$ cat src/verilog/spm_regs.svh
// Register indexes, field positions and reset values of the pin mux
`ifndef SPM_REGS_SVH
`define SPM_REGS_SVH
`define SPM_IDX_EXT_BUS_SEL 16'h1C00
`define SPM_IDX_PIN_LEVEL 16'h1C01
`define SPM_IDX_PD_INHIBIT_ONE 16'h1C17
`define SPM_IDX_PD_INHIBIT_TWO 16'h1C18
`define SPM_EXTERNAL_BUS_SELECT_ADDR_LSB 0
`define SPM_EXTERNAL_BUS_SELECT_SP0_LSB 8
`define SPM_EXTERNAL_BUS_SELECT_SP1_LSB 10
`define SPM_EXTERNAL_BUS_SELECT_SRC_CLK_BIT 15
`define SPM_EXTERNAL_BUS_SELECT_WMASK 16'h8F3F
`define SPM_EXTERNAL_BUS_SELECT_RESET 16'h0000
`define SPM_INHIBIT_ONE_WMASK 16'h3F3F
`define SPM_INHIBIT_TWO_WMASK 16'h003F
`define SPM_INHIBIT_RESET 16'h0000
`define SPM_PORT_ONE_PD_LSB 8
`define SPM_PORT_ZERO_PD_LSB 0
`define SPM_LEVEL_ONE_LSB 8
`endif

$ cat src/verilog/spm_pkg.sv
// Types shared by the pin mux files
package spm_pkg;
  typedef enum logic [1:0] {SPM_P1_CARD, SPM_P1_SPI, SPM_P1_GPIO, SPM_P1_UNUSED}
    spm_port_one_route_t;
  typedef enum logic [1:0] {SPM_P0_CARD, SPM_P0_AUDIO, SPM_P0_GPIO, SPM_P0_BUFFERED}
    spm_port_zero_route_t;
  typedef struct packed {logic [5:0] out; logic [5:0] drv;} spm_drv6_t;
  typedef struct packed {logic [3:0] out; logic [3:0] drv;} spm_drv4_t;
  typedef struct packed {logic [5:0] out; logic [5:0] oeN; logic [5:0] pdEn;} spm_pad6_t;
  typedef struct packed
  {
    logic [17:0] paddr;
    logic psel;
    logic penable;
    logic pwrite;
    logic [31:0] pwdata;
  } spm_apb_req_t;
  typedef struct packed {logic [31:0] prdata; logic pready; logic pslverr;} spm_apb_rsp_t;
  typedef struct packed
  {
    logic [15:0] extBusSel;
    logic [15:0] inhibitOne;
    logic [15:0] inhibitTwo;
  } spm_cfg_t;
  typedef struct packed {spm_apb_rsp_t rsp; spm_cfg_t cfg;} spm_apb_state_t;
  typedef struct packed
  {
    logic sync1;
    logic sync2;
    logic out;
    logic oeN;
    logic pdEn;
  } spm_cell_state_t;
  typedef struct packed
  {
    logic [5:0] cardOneIn;
    logic [5:0] spiIn;
    logic [5:0] gpioLowIn;
    logic [5:0] cardZeroIn;
    logic [3:0] audioIn;
    logic [5:0] gpioZeroIn;
    logic [4:0] bufIn;
    logic bufRxClk;
    logic bufSrcClk;
    logic [5:0] gpioUpperIn;
  } spm_mux_state_t;
endpackage

$ cat src/verilog/spm_pin_cell.sv
// One package pin: input synchroniser and registered drive
`timescale 1ns/1ps
module spm_pin_cell
  import spm_pkg::*;
(
  // Clock and reset
  input wire logic clk_sys,
  input wire logic resetn,
  // Pad side
  input wire logic padIn,
  output logic padOut,
  output logic padOeN,
  output logic padPdEn,
  // Core side
  input wire logic drvOut,
  input wire logic drvEn,
  input wire logic inhibit,
  output logic level
);
  import spm_pkg::*;

  spm_cell_state_t state_ff;
  spm_cell_state_t nxt_state;

  always_comb
  begin
    nxt_state = state_ff;
    nxt_state.sync1 = padIn;
    nxt_state.sync2 = state_ff.sync1;
    nxt_state.out = drvOut & drvEn;
    nxt_state.oeN = ~drvEn;
    nxt_state.pdEn = ~inhibit;
  end

  always_ff @(posedge clk_sys or negedge resetn)
  begin
    if (!resetn)
      state_ff <= '{sync1: 1'b0, sync2: 1'b0, out: 1'b0, oeN: 1'b1, pdEn: 1'b1};
    else
      state_ff <= nxt_state;
  end

  assign padOut = state_ff.out;
  assign padOeN = state_ff.oeN;
  assign padPdEn = state_ff.pdEn;
  assign level = state_ff.sync2;
endmodule

$ cat src/verilog/spm_apb_regs.sv
// APB slave holding the pin mux configuration registers
`timescale 1ns/1ps
`include "spm_regs.svh"
module spm_apb_regs
  import spm_pkg::*;
(
  // Clock and reset
  input wire logic clk_sys,
  input wire logic resetn,
  // APB
  input wire spm_pkg::spm_apb_req_t apbReq,
  output spm_pkg::spm_apb_rsp_t apbRsp,
  // Core side
  input wire logic [15:0] pinLevel,
  output spm_pkg::spm_cfg_t cfg
);
  import spm_pkg::*;

  spm_apb_state_t state_ff;
  spm_apb_state_t nxt_state;
  logic hitSel;
  logic hitLvl;
  logic hitOne;
  logic hitTwo;

  assign hitSel = apbReq.paddr == {`SPM_IDX_EXT_BUS_SEL, 2'b00};
  assign hitLvl = apbReq.paddr == {`SPM_IDX_PIN_LEVEL, 2'b00};
  assign hitOne = apbReq.paddr == {`SPM_IDX_PD_INHIBIT_ONE, 2'b00};
  assign hitTwo = apbReq.paddr == {`SPM_IDX_PD_INHIBIT_TWO, 2'b00};

  always_comb
  begin
    nxt_state = state_ff;
    nxt_state.rsp.pready = 1'b0;
    nxt_state.rsp.pslverr = 1'b0;
    // Setup phase: decode and answer in the next cycle
    if (apbReq.psel && !apbReq.penable)
    begin
      nxt_state.rsp.pready = 1'b1;
      nxt_state.rsp.pslverr = !(hitSel || hitLvl || hitOne || hitTwo) ||
        (apbReq.pwrite && hitLvl);
      nxt_state.rsp.prdata = 32'h0000_0000;
      if (!apbReq.pwrite)
      begin
        if (hitSel)
          nxt_state.rsp.prdata[15:0] = state_ff.cfg.extBusSel;
        if (hitLvl)
          nxt_state.rsp.prdata[15:0] = pinLevel;
        if (hitOne)
          nxt_state.rsp.prdata[15:0] = state_ff.cfg.inhibitOne;
        if (hitTwo)
          nxt_state.rsp.prdata[15:0] = state_ff.cfg.inhibitTwo;
      end
    end
    // Access phase: write lands at the edge where pready is seen
    if (apbReq.psel && apbReq.penable && apbReq.pwrite && state_ff.rsp.pready)
    begin
      if (hitSel)
        nxt_state.cfg.extBusSel = apbReq.pwdata[15:0] & `SPM_EXTERNAL_BUS_SELECT_WMASK;
      if (hitOne)
        nxt_state.cfg.inhibitOne = apbReq.pwdata[15:0] & `SPM_INHIBIT_ONE_WMASK;
      if (hitTwo)
        nxt_state.cfg.inhibitTwo = apbReq.pwdata[15:0] & `SPM_INHIBIT_TWO_WMASK;
    end
  end

  always_ff @(posedge clk_sys or negedge resetn)
  begin
    if (!resetn)
    begin
      state_ff.rsp <= '0;
      state_ff.cfg.extBusSel <= `SPM_EXTERNAL_BUS_SELECT_RESET;
      state_ff.cfg.inhibitOne <= `SPM_INHIBIT_RESET;
      state_ff.cfg.inhibitTwo <= `SPM_INHIBIT_RESET;
    end
    else
      state_ff <= nxt_state;
  end

  assign apbRsp = state_ff.rsp;
  assign cfg = state_ff.cfg;
endmodule

$ cat src/verilog/spm_pin_mux.sv
// Pin mux for serial port 1, serial port 0 and upper address pins
//
// What this block does
// - A two-bit port one field, reset 00, routes six pins to card one, multi SPI or GPIO 6-11.
// - In SPI mode pins 0-5 carry clock, select 0, ctrl out, ctrl in, select 1, select 2.
// - A two-bit port zero field, reset 00, picks card zero, audio, GPIO 0-5 or buffered port.
// - Audio mode puts clock, frame, tx, rx on pins 0-3; buffered mode uses all six pins.
// - In buffered mode bit 15 of the bus select register makes pin 5 rx clock or source clock.
// - Six single bits give address lines 15-20 either to memory or to GPIO 21-26.
// - Port one pin n has its pull-down governed by bit 8+n of the first inhibit register.
// - Port zero pin n has its pull-down governed by bit n of the first inhibit register.
// - Address pins 15-20 have their pull-downs governed by bits 0-5 of the second register.
// - One external bus select register holds all routing fields; pull-down inhibits sit in two further registers.
//
// The APB register port was left to the implementer.
`timescale 1ns/1ps
`include "spm_regs.svh"
module spm_pin_mux
  import spm_pkg::*;
(
  // Clock and reset
  input wire logic clk_sys,
  input wire logic resetn,
  // APB register port
  input wire spm_pkg::spm_apb_req_t apbReq,
  output spm_pkg::spm_apb_rsp_t apbRsp,
  // Serial port 1 pads
  input wire logic [5:0] portOnePadIn,
  output spm_pkg::spm_pad6_t portOnePad,
  // Serial port 0 pads
  input wire logic [5:0] portZeroPadIn,
  output spm_pkg::spm_pad6_t portZeroPad,
  // Upper address pads
  input wire logic [5:0] addrPadIn,
  output spm_pkg::spm_pad6_t addrPad,
  // Card one controller
  input wire spm_pkg::spm_drv6_t cardOneDrv,
  output logic [5:0] cardOneIn,
  // Multi SPI controller
  input wire spm_pkg::spm_drv6_t spiDrv,
  output logic [5:0] spiIn,
  // GPIO 6 to 11
  input wire spm_pkg::spm_drv6_t gpioLowDrv,
  output logic [5:0] gpioLowIn,
  // Card zero controller
  input wire spm_pkg::spm_drv6_t cardZeroDrv,
  output logic [5:0] cardZeroIn,
  // Audio port zero
  input wire spm_pkg::spm_drv4_t audioDrv,
  output logic [3:0] audioIn,
  // GPIO 0 to 5
  input wire spm_pkg::spm_drv6_t gpioZeroDrv,
  output logic [5:0] gpioZeroIn,
  // Buffered serial port
  input wire spm_pkg::spm_drv6_t bufDrv,
  output logic [4:0] bufIn,
  output logic bufRxClk,
  output logic bufSrcClk,
  // Memory address and GPIO 21 to 26
  input wire logic [5:0] extMemUpperAddress,
  input wire spm_pkg::spm_drv6_t gpioUpperDrv,
  output logic [5:0] gpioUpperIn
);
  import spm_pkg::*;

  // ----------------------------------------
  // Configuration registers
  // ----------------------------------------
  spm_cfg_t cfg;
  logic [5:0] p1Level;
  logic [5:0] p0Level;
  logic [5:0] addrLevel;
  logic [15:0] pinLevel;

  // ----------------------------------------
  // Pin level readback
  // ----------------------------------------
  always_comb
  begin
    // Port one at 13:8, port zero at 5:0
    pinLevel = 16'h0000;
    pinLevel[`SPM_LEVEL_ONE_LSB +: 6] = p1Level;
    pinLevel[5:0] = p0Level;
  end

  // ----------------------------------------
  // Register slave
  // ----------------------------------------
  spm_apb_regs u_regs
  (
    .clk_sys(clk_sys),
    .resetn(resetn),
    .apbReq(apbReq),
    .apbRsp(apbRsp),
    .pinLevel(pinLevel),
    .cfg(cfg)
  );

  // ----------------------------------------
  // Mode decode
  // ----------------------------------------
  spm_port_one_route_t portOneRouteField;
  spm_port_zero_route_t portZeroRouteField;
  logic [5:0] addrMode;
  logic srcClkSel;

  assign portOneRouteField =
    spm_port_one_route_t'(cfg.extBusSel[`SPM_EXTERNAL_BUS_SELECT_SP1_LSB +: 2]);
  assign portZeroRouteField =
    spm_port_zero_route_t'(cfg.extBusSel[`SPM_EXTERNAL_BUS_SELECT_SP0_LSB +: 2]);
  assign addrMode = cfg.extBusSel[`SPM_EXTERNAL_BUS_SELECT_ADDR_LSB +: 6];
  assign srcClkSel = cfg.extBusSel[`SPM_EXTERNAL_BUS_SELECT_SRC_CLK_BIT];

  // ----------------------------------------
  // Routing
  // ----------------------------------------
  spm_mux_state_t state_ff;
  spm_mux_state_t nxt_state;
  logic [5:0] p1Out;
  logic [5:0] p1Drv;
  logic [5:0] p0Out;
  logic [5:0] p0Drv;
  logic [5:0] aOut;
  logic [5:0] aDrv;

  always_comb
  begin
    // Unselected inputs read zero, pins released
    nxt_state = '0;
    p1Out = 6'h00;
    p1Drv = 6'h00;
    p0Out = 6'h00;
    p0Drv = 6'h00;
    aOut = 6'h00;
    aDrv = 6'h00;

    // Serial port 1
    unique case (portOneRouteField)
      SPM_P1_CARD:
      begin
        p1Out = cardOneDrv.out;
        p1Drv = cardOneDrv.drv;
        nxt_state.cardOneIn = p1Level;
      end
      SPM_P1_SPI:
      begin
        // Clock, select 0, ctrl out, ctrl in, select 1, select 2
        p1Out = spiDrv.out;
        p1Drv = spiDrv.drv;
        nxt_state.spiIn = p1Level;
      end
      SPM_P1_GPIO:
      begin
        p1Out = gpioLowDrv.out;
        p1Drv = gpioLowDrv.drv;
        nxt_state.gpioLowIn = p1Level;
      end
      SPM_P1_UNUSED:
      begin
        // Pins released, nobody listens
        p1Out = 6'h00;
        p1Drv = 6'h00;
      end
    endcase

    // Serial port 0
    unique case (portZeroRouteField)
      SPM_P0_CARD:
      begin
        p0Out = cardZeroDrv.out;
        p0Drv = cardZeroDrv.drv;
        nxt_state.cardZeroIn = p0Level;
      end
      SPM_P0_AUDIO:
      begin
        // Pins 4 and 5 stay with GPIO
        p0Out = {gpioZeroDrv.out[5:4], audioDrv.out};
        p0Drv = {gpioZeroDrv.drv[5:4], audioDrv.drv};
        nxt_state.audioIn = p0Level[3:0];
        nxt_state.gpioZeroIn[5:4] = p0Level[5:4];
      end
      SPM_P0_GPIO:
      begin
        p0Out = gpioZeroDrv.out;
        p0Drv = gpioZeroDrv.drv;
        nxt_state.gpioZeroIn = p0Level;
      end
      SPM_P0_BUFFERED:
      begin
        // Tx clock, tx frame, tx data, rx data, rx frame
        p0Out = bufDrv.out;
        p0Drv = bufDrv.drv;
        nxt_state.bufIn = p0Level[4:0];
        // Pin 5 feeds one of two clock inputs
        if (srcClkSel)
          nxt_state.bufSrcClk = p0Level[5];
        else
          nxt_state.bufRxClk = p0Level[5];
      end
    endcase

    // Upper address pins, one bit each
    for (int i = 0; i < 6; i++)
    begin
      if (addrMode[i])
      begin
        aOut[i] = gpioUpperDrv.out[i];
        aDrv[i] = gpioUpperDrv.drv[i];
        nxt_state.gpioUpperIn[i] = addrLevel[i];
      end
      else
      begin
        // Memory address always drives its pin
        aOut[i] = extMemUpperAddress[i];
        aDrv[i] = 1'b1;
      end
    end
  end

  // ----------------------------------------
  // Input route register
  // ----------------------------------------
  always_ff @(posedge clk_sys or negedge resetn)
  begin
    if (!resetn)
      state_ff <= '0;
    else
      state_ff <= nxt_state;
  end

  // ----------------------------------------
  // Peripheral inputs
  // ----------------------------------------
  assign cardOneIn = state_ff.cardOneIn;
  assign spiIn = state_ff.spiIn;
  assign gpioLowIn = state_ff.gpioLowIn;
  assign cardZeroIn = state_ff.cardZeroIn;
  assign audioIn = state_ff.audioIn;
  assign gpioZeroIn = state_ff.gpioZeroIn;
  assign bufIn = state_ff.bufIn;
  assign bufRxClk = state_ff.bufRxClk;
  assign bufSrcClk = state_ff.bufSrcClk;
  assign gpioUpperIn = state_ff.gpioUpperIn;

  // ----------------------------------------
  // Serial port 1 pins
  // ----------------------------------------
  for (genvar n = 0; n < 6; n++)
  begin : g_one
    spm_pin_cell u_one
    (
      .clk_sys(clk_sys),
      .resetn(resetn),
      .padIn(portOnePadIn[n]),
      .padOut(portOnePad.out[n]),
      .padOeN(portOnePad.oeN[n]),
      .padPdEn(portOnePad.pdEn[n]),
      .drvOut(p1Out[n]),
      .drvEn(p1Drv[n]),
      .inhibit(cfg.inhibitOne[`SPM_PORT_ONE_PD_LSB + n]),
      .level(p1Level[n])
    );
  end

  // ----------------------------------------
  // Serial port 0 pins
  // ----------------------------------------
  for (genvar n = 0; n < 6; n++)
  begin : g_zero
    spm_pin_cell u_zero
    (
      .clk_sys(clk_sys),
      .resetn(resetn),
      .padIn(portZeroPadIn[n]),
      .padOut(portZeroPad.out[n]),
      .padOeN(portZeroPad.oeN[n]),
      .padPdEn(portZeroPad.pdEn[n]),
      .drvOut(p0Out[n]),
      .drvEn(p0Drv[n]),
      .inhibit(cfg.inhibitOne[`SPM_PORT_ZERO_PD_LSB + n]),
      .level(p0Level[n])
    );
  end

  // ----------------------------------------
  // Upper address pins
  // ----------------------------------------
  for (genvar n = 0; n < 6; n++)
  begin : g_addr
    spm_pin_cell u_addr
    (
      .clk_sys(clk_sys),
      .resetn(resetn),
      .padIn(addrPadIn[n]),
      .padOut(addrPad.out[n]),
      .padOeN(addrPad.oeN[n]),
      .padPdEn(addrPad.pdEn[n]),
      .drvOut(aOut[n]),
      .drvEn(aDrv[n]),
      .inhibit(cfg.inhibitTwo[n]),
      .level(addrLevel[n])
    );
  end
endmodule

$ cat config.mk
export PLATFORM = sky130hd
export DESIGN_NAME = spm_pin_mux
export DESIGN_NICKNAME = d
export VERILOG_FILES = /design/src/verilog/spm_pkg.sv /design/src/verilog/spm_pin_cell.sv /design/src/verilog/spm_apb_regs.sv /design/src/verilog/spm_pin_mux.sv
export VERILOG_INCLUDE_DIRS = /design/src /design/src/verilog
export SDC_FILE = /design/constraint.sdc
export NUM_CORES = 1
export LEC_CHECK = 0
export BUFFER_PORTS_ARGS = -buffer_cell sky130_fd_sc_hd__buf_2
export CAP_MARGIN = 20
export CORE_MARGIN = 5
export CORE_UTILIZATION = 38
export CTS_CLUSTER_SIZE = 24
export DETAILED_ROUTE_END_ITERATION = 8
export GPL_ROUTABILITY_DRIVEN = 0
export GPL_TIMING_DRIVEN = 0
export PLACE_DENSITY_LB_ADDON = 0.08
export REMOVE_ABC_BUFFERS = 1
export SLEW_MARGIN = 20
export SYNTH_ARGS = -nofsm -noshare
export SYNTH_HDL_FRONTEND = slang
export SYNTH_SLANG_ARGS = --single-unit
$ cat constraint.sdc
create_clock -name clk_sys -period 4.5 [get_ports clk_sys]
set_input_delay 0.225 -clock clk_sys [delete_from_list [all_inputs] [get_ports clk_sys]]
set_output_delay 0.225 -clock clk_sys [all_outputs]
set_load 0.03 [all_outputs]
Word level (Yosys, flattened, before mapping)
Index checks and enable logic that the tools add are counted.
{ "op_classes": {"n_mux": 38, "bitwise": 54, "n_eq_ne": 10, "n_reduce_logical": 17} }
{ "op_table": {"columns": ["op", "count"], "rows": [
  ["$pmux W6 S4", 4],
  ["$mux W16", 5],
  ["$eq A18 B15 Y1 const B", 4],
  ["$not A1 Y1", 36],
  ["$mux W6", 4],
  ["$mux W1", 20],
  ["$and A1 B1 Y1", 18],
  ["$eq A2 B2 Y1 const B", 4],
  ["$mux W4", 2],
  ["$mux W7", 1],
  ["$reduce_and A2 Y1", 3],
  ["$logic_and A1 B1 Y1", 5],
  ["$eq A2 B1 Y1 const B", 2],
  ["$logic_not A2 Y1", 2],
  ["$logic_or A1 B1 Y1", 4],
  ["$mux W2", 2],
  ["$logic_not A1 Y1", 2],
  ["$reduce_or A2 Y1", 1]
]} }
{ "word_totals": {"reg_bits": 184, "out_inout_bits": 135, "input_bits": 171, "word_cells": 225} }

Logic depth before layout (Yosys ltp)
Gate-level depths: netlist of run 1.
{ "depth": {"word_depth": 7, "depth_mapped": 7, "mapped_depth_nobuf": 6} }

By module
From an unflattened synthesis of run 1, not the netlist that was laid out.
{ "unflattened": {"cells_unflattened": 547, "area_unflattened_um2": 7337.0} }
{ "modules_own_cells": {"columns": ["mod", "instances", "area_each_um2", "cells_each", "seq_area_each_um2"], "rows": [
  ["spm_pin_cell", 18, 141.4, 8, 127.6],
  ["spm_apb_regs", 1, 2468.6, 210, 1176.1],
  ["spm_pin_mux", 1, 2323.5, 193, 1176.1]
]} }

Worst setup path before layout of run 1
Ideal clock, no wire load.
{ "synth_timing": {"path_kind": "in2reg", "startpoint": "in apbReq[52] (netlist name)", "endpoint": "reg u_regs.cfg[32] (netlist name)", "n_path_buf": 1, "cell_stages": 6, "path_slack_ps": 2749, "t_required_ps": 4375, "setup_ps": 125, "arrival_ps": 1625, "cell_sequence": "nor4_4 nand4_4 or2_4 nor2_4 buf_12 mux2_4"} }
{ "synth_between": {"elab_chain_cells": 2} }
{ "synth_rtl": {"columns": ["element", "line", "text"], "rows": [
  ["start, declared", "spm_pin_mux.sv:25", "input wire spm_pkg::spm_apb_req_t apbReq,"],
  ["$eq A18 B15 Y1", "spm_apb_regs.sv:26", "assign hitSel = apbReq.paddr == {`SPM_IDX_EXT_BUS_SEL, 2'b00};"],
  ["$reduce_and A2 Y1 (no line)", null, null]
]} }
No other way between the ends.
A chain may end at the register's enable or synchronous reset.

==> flow_summary.yaml, run 1 <==
global_route:
  grt_util_all_layers: 0.171
  grt_antenna_before_repair: 7
  grt.overflow.total: 0
  grt_max_degree: 96
  grt_pass1_wl_mm: 29.1
  grt_pass1_vias: 5430
yosys:
  synthDistinctLibCells: 43
  ys_ff_latch: 181
  ys_seq_area_frac: 0.626
  synth_top_area_cell: "dfrtp_1"
  synth.most_common_cell: "dfrtp_1"
  synth_edf_count: 0
  yosysTopAreaCellShare: 0.497
  syn_inst: 604
  synth_flop_cell: "dfrtp_1"
  synthTopCellsByArea: "dfrtp_1, dfstp_2, buf_4, and2_1, o21ai_0"
  syn_avg_cell_area_sq_um: 12.1
  yosys_warnings: 0
  synthArstFlopShare: 1.00
  netlist_top_cells_count: "dfrtp_1, buf_4, and2_1"
  netlist_area_sq_um: 7300
route:
  drt_first_pass_iters: 5
  post_drt_via_cell_ratio: 4.51
  drc_errors: 0
  wl_mm: 18.7
  drtIter0Drc: 195
  wl_per_cell_um: 16.6
  vias: 5101
  ant_nets: 0
timing:
  max_slew_margin: 0.412
  setup_tns_ns: 0
  hold_slack_ns: 0.0237
  timing.fmax_mhz: 509
  fin_crit_sh: 0.437
  rsz0062_at_grt: "no"
  post-route-min-period_ns: 1.97
  hold_viol_final: 0
  skew_ns: 0.0135
  slew_viol_final: 0
  setup_viol: 0
  tightestPinTransition_ns: 0.882
clock_network:
  cts_made_buffers: 17
  path_clk_slew_ns: 0.07
  htree_levels: 4
  clkSinkCount: 181
  clk_path_buf_depth: 2
  cts_tree: "built"
  insertion_delay_ns: 0.43
  post_cts_buffers: 0
  root_buffer: "clkbuf_16"
die:
  die_h_um: 149
  start_util: 0.388
  ios: 306
  die_w_um: 149
  dieArea_sq_um: 22100
  core-area_sq_um: 18800
  placementRows: 50
finish:
  stdcell_area_sq_um: 9430
  fillers: 1741
  regArea_sq_um: 4570
  utilization: 0.501
  largest_reg_flops: 29
  regMostFlops: "u_regs.cfg"
  area_delta_synth_final_pct: 29.2
  layout-drive-gt1-share: 0.432
  multiInputGateArea_sq_um: 2050
  final_nets: 1032
worst_setup_path:
  path_max_fanout: 13
  crit_arrival_ns: 2.27
  worst_setup_path_start_kind: "flip-flop"
  required_ns: 4.80
  endpoint_kind: "flip-flop"
  worstSetupPathType: "flip-flop to flip-flop"
hold_path:
  min_path_type: "primary input to flip-flop"
placed_design:
  placed_area_sq_um: 8450
  hpwlAfterDp_mm: 13.9
  portBuffers: 267
outcome:
  status: "completed"
pwr:
  power.leakage_nw: 4.67
  power_density_nw_per_um2: 358
  irDropWorstVdd_v: 0.000247
  power.total_mw: 3.38
flow_run:
  maxCapViolCount: 0
layout make-up:
| cell class | count | area share |
|---|---|---|
| Sequential cell | 181 | 0.485 |
| Multi-Input combinational cell | 317 | 0.217 |
| Timing Repair Buffer | 309 | 0.189 |
| Clock buffer | 18 | 0.0466 |
| Tap cell | 260 | 0.0345 |
| Clock inverter | 14 | 0.0149 |
| Inverter | 30 | 0.0119 |
| Antenna cell | 3 | 0.000796 |
routing by layer:
layer / vias to the layer above / global-route usage / share of wire
li1: 2438 / - / -
met2: 178 / 0.284 / 0.51
met1: 2452 / 0.207 / 0.39
met5: - / 0 / 0.0021
met3: 25 / 0.0658 / 0.084
met4: 8 / 0.0508 / 0.018
power by group:
part | switching, mW | internal (mW)
sequential | 0.0148 | 1.67
clock | 0.685 | 0.750
combinational | 0.159 | 0.102
total | 0.859 | 2.52
critical path, stage by stage (launching register included):
cell     delay, ns
dfrtp_1       0.43
inv_1         0.10
ha_1          0.36
or2_2         0.41
a221o_1       0.33
o21ai_0       0.13
nor2_1        0.08
cell families (layout without fill, tap and decap cells):
| logic type | count (synthesis) | after routing | share of synthesized area |
|---|---|---|---|
| flops | 181 | 181 | 0.626 |
| simple gates | 157 | 157 | 0.122 |
| buf+inv | 124 | 371 | 0.104 |
| compound gates | 107 | 107 | 0.0911 |
| mux | 29 | 29 | 0.0478 |
| fa+ha+maj | 5 | 5 | 0.00856 |
| other cells | 1 | 22 | 0.000513 |
through the flow:
step,instances,setup slack [ns]
floorplan,528,2.63
global placement,1055,0.472
detailed placement,1058,2.08
CTS,1129,2.49
global route,1132,2.34
finish,1132,2.53
cells in the final DEF, fill, tap and decap left out, drive strengths merged, types with 3 or more instances in the layout:
master       count
a21oi           30
a221o            4
a222oi           8
a22oi            8
and2            46
buf            270
clkbuf          18
clkinv           7
conb            19
dfrtp          145
dfstp           36
diode            3
dlygate4sd3     39
ha               5
inv             36
mux2            17
mux2i           12
nand2           35
nand2b           3
nand3            9
nand4            3
nor2            40
nor2b            8
nor4             4
o21ai           44
o22a             6
o31ai            3
or2              3
final timing paths:
| kind | from | end | slack, ns | depth (start not counted) |
|---|---|---|---|---|
| hold reg to reg | g_one[0].u_one.nxt_state[3] | g_one[0].u_one.level | 0.34 | 0 |
| min in group asynchronous | resetn | g_one[5].u_one.padOut | 0.37 | 2 |
| setup reg to reg | u_regs.cfg[41] | g_zero[5].u_zero.padOut | 2.53 | 6 |
| max in group asynchronous | resetn | g_zero[1].u_zero.padOeN | 3.23 | 3 |
| hold / removal | apbReq[9] | u_regs.cfg[25] | 0.02 | 3 |
| setup / recovery | u_regs.cfg[41] | g_zero[5].u_zero.padOut | 2.53 | 6 |
repair_timing:
item                                   in CTS  in global routing
hold buffers                               39                  0
endpoints found under the hold margin      99                  0
setup endpoints to repair                   0                  0
gates resized for setup                     0                  0
(Power assumes the default switching activity.)
==> run 2: changes to the inputs <==
--- a/config.mk
+++ b/config.mk
@@ -6,6 +6,7 @@
 export SDC_FILE = /design/constraint.sdc
 export NUM_CORES = 1
 export LEC_CHECK = 0
+export ABC_AREA = 1
 export BUFFER_PORTS_ARGS = -buffer_cell sky130_fd_sc_hd__buf_2
 export CAP_MARGIN = 20
 export CORE_MARGIN = 5
==> constraint.sdc (replaced) <==
create_clock -name clk_sys -period 2 [get_ports clk_sys]
set_input_delay 0.1 -clock clk_sys [delete_from_list [all_inputs] [get_ports clk_sys]]
set_output_delay 0.1 -clock clk_sys [all_outputs]
set_load 0.03 [all_outputs]
==> run 2 against run 1 <==
Compared with the run above: sequential share of layout area shrank 5.1 points; critical path type unchanged; setup slack lost 2.4 ns; via count grew 20%; core utilization grew 2.3 points; synthesized cell count grew 29%; critical path depth shrank 1; flip-flop and latch count is the same; maximum frequency grew 6.6%.
==> flow_summary.yaml, run 2 <==
yosys:
  synth.most_common_cell: "nand2_1"
  synthSimpleGateAreaFrac: 0.181
  syn_avg_cell_area_sq_um: 9.90
  netlist_area_sq_um: 7690
  ys_seq_area_frac: 0.595
  netlist_top_cells_count: "nand2_1, dfrtp_1, inv_1"
  synthTopCellsByArea: "dfrtp_1, dfstp_2, buf_4, nand2_1, inv_1"
  synthDistinctLibCells: 33
  synth_edf_count: 0
  synth_compound_area_frac: 0.0729
  syn_inst: 777
  yosysTopAreaCellShare: 0.472
  yosys_warnings: 0
  synth_flop_cell: "dfrtp_1"
  synth_top_family_by_area: "simple AND/OR/NAND/NOR gates"
  synth_top_area_cell: "dfrtp_1"
  synth.mux.area_fraction: 0
  synthArstFlopShare: 1.00
  ys_ff_latch: 181
  synth-xor-area-share: 0
  synthAdderAreaFrac: 0.00814
die:
  core-area_sq_um: 20100
  die_w_um: 152
  dieArea_sq_um: 23200
  placementRows: 52
  ios: 306
  die_h_um: 152
  start_util: 0.382
timing:
  worst_slack_ns: 0.156
  tightestPinTransition_ns: 0.751
  timing.fmax_mhz: 542
  setup_tns_ns: 0
  hold_viol_final: 0
  skew_ns: 0.00788
  slew_viol_final: 0
  post-route-min-period_ns: 1.84
  fin_crit_sh: 0.922
  setup_viol: 0
  max_slew_margin: 0.499
  rsz0062_at_grt: "no"
  hold_slack_ns: 0.0220
worst_setup_path:
  crit_family: "flip-flops"
  critPathMostFrequentCell: "o21ai_0"
  path_cells: "clkinvlp_4 -> o21ai_0 -> nand2_1 -> o21ai_0 -> a31oi_1"
  crit_buf_inv: 1
  crit_arrival_ns: 2.13
  rr_worst_depth: 5
  required_ns: 2.29
  cp.depth: 5
  worstSetupPathType: "flip-flop to flip-flop"
  slowest_delay_ns: 0.72
  worst_setup_path_start_kind: "flip-flop"
  slowest_stage: "dfrtp_1"
  path_max_fanout: 18
  endpoint_kind: "flip-flop"
finish:
  final_common_cell: "buf_2"
  utilization: 0.524
  fillers: 1826
  final_nets: 1280
  multiInputGateArea_sq_um: 2090
  regArea_sq_um: 4570
  layout-drive-gt1-share: 0.357
  area_delta_synth_final_pct: 37.1
  stdcell_area_sq_um: 10500
  regMostFlops: "u_regs.cfg"
  final_cell_mix: "buf_2, nand2_1, dfrtp_1"
  largest_reg_flops: 29
  diodes: 0
  fin_cells: 1387
route:
  wl_per_cell_um: 15.0
  ant_nets: 0
  post_drt_via_cell_ratio: 4.40
  vias: 6101
  wl_mm: 20.8
  drtIter0Drc: 247
  drt_first_pass_iters: 4
  drc_errors: 0
outcome:
  status: "completed"
clock_network:
  clkSinkCount: 181
  path_clk_slew_ns: 0.07
  root_buffer: "clkbuf_16"
  clk_path_buf_depth: 2
  post_cts_buffers: 0
  insertion_delay_ns: 0.42
  cts_tree: "built"
  cts_made_buffers: 17
  htree_levels: 4
hold_path:
  min_path_type: "primary input to flip-flop"
  min_delay_path_depth: 3
placed_design:
  portBuffers: 267
  pre_cts_ws_ns: 0.0708
  hpwlAfterDp_mm: 14.1
  placed_area_sq_um: 8800
  dp_cells: 1239
flow_run:
  maxCapViolCount: 0
pwr:
  power.leakage_nw: 5.61
  power_density_nw_per_um2: 736
  irDropWorstVdd_v: 0.000579
  power.total_mw: 7.75
global_route:
  grt.overflow.total: 0
  grt_antenna_before_repair: 0
  grt_util_all_layers: 0.181
  grt_pass1_vias: 6398
  grt_max_degree: 68
  grt_pass1_wl_mm: 33.7
run 2: changes by cell type after synthesis, sizes merged, moves of 9 or more:
| cell | delta |
|---|---|
| nor2 | +25 |
| mux2i | -12 |
| mux2 | -17 |
| a21oi | -10 |
| inv | +75 |
| and2 | -46 |
| nand3 | +34 |
| buf | +9 |
| nand2 | +136 |
run 2: final timing paths:
| check | endpoint | slack [ns] | start |
|---|---|---|---|
| max reg2reg | g_one[3].u_one.padOut | 0.16 | u_regs.cfg[43] |
| min | g_zero[0].u_zero.padOut | 0.02 | bufDrv[6] |
| max in group asynchronous | g_zero[5].u_zero.padPdEn | 1.06 | resetn |
| min in group asynchronous | g_one[5].u_one.padOut | 0.19 | resetn |
| min reg2reg | g_zero[2].u_zero.level | 0.35 | g_zero[2].u_zero.nxt_state[3] |
| max | g_one[3].u_one.padOut | 0.16 | u_regs.cfg[43] |
run 2: layer usage:
metal  wire (um)  global-route usage
met1        8760               0.225
met2       10500               0.307
met3        1090              0.0452
met4         507              0.0685
met5           0                   0
run 2: report_power, final:
group	leakage, nW	switching (mW)	internal, mW
clock network	0.266	1.46	1.77
logic	3.12	0.407	0.333
registers	2.23	0.0314	3.75
total	5.61	1.90	5.86
run 2: kinds of logic after synthesis:
logic type	after synthesis
compound gates	90
simple gates	299
other cells	1
flops	181
buf+inv	201
fa+ha+maj	5
run 2: repair_timing:
action,CTS,global route
hold buffers,116,0
setup endpoints to repair,0,12
hold endpoints to repair,141,0
resized for setup,0,5
run 2: final cells by class:
type,instances,share of cell area
inverters,106,0.0385
repair buffers,385,0.243
multi-input cells,413,0.199
clock inverters,12,0.0114
clock buffers,20,0.0424
flip-flops and latches,181,0.434
well taps,270,0.0321
run 2: worst reg2reg max path: cells and delay by family, from the launching register on:
family | cells | cell delay [ns]
buffers and inverters | 1 | 0.46
AOI/OAI and AO/OA | 3 | 0.47
and+or+nand+nor | 1 | 0.07
DFF | 1 | 0.72
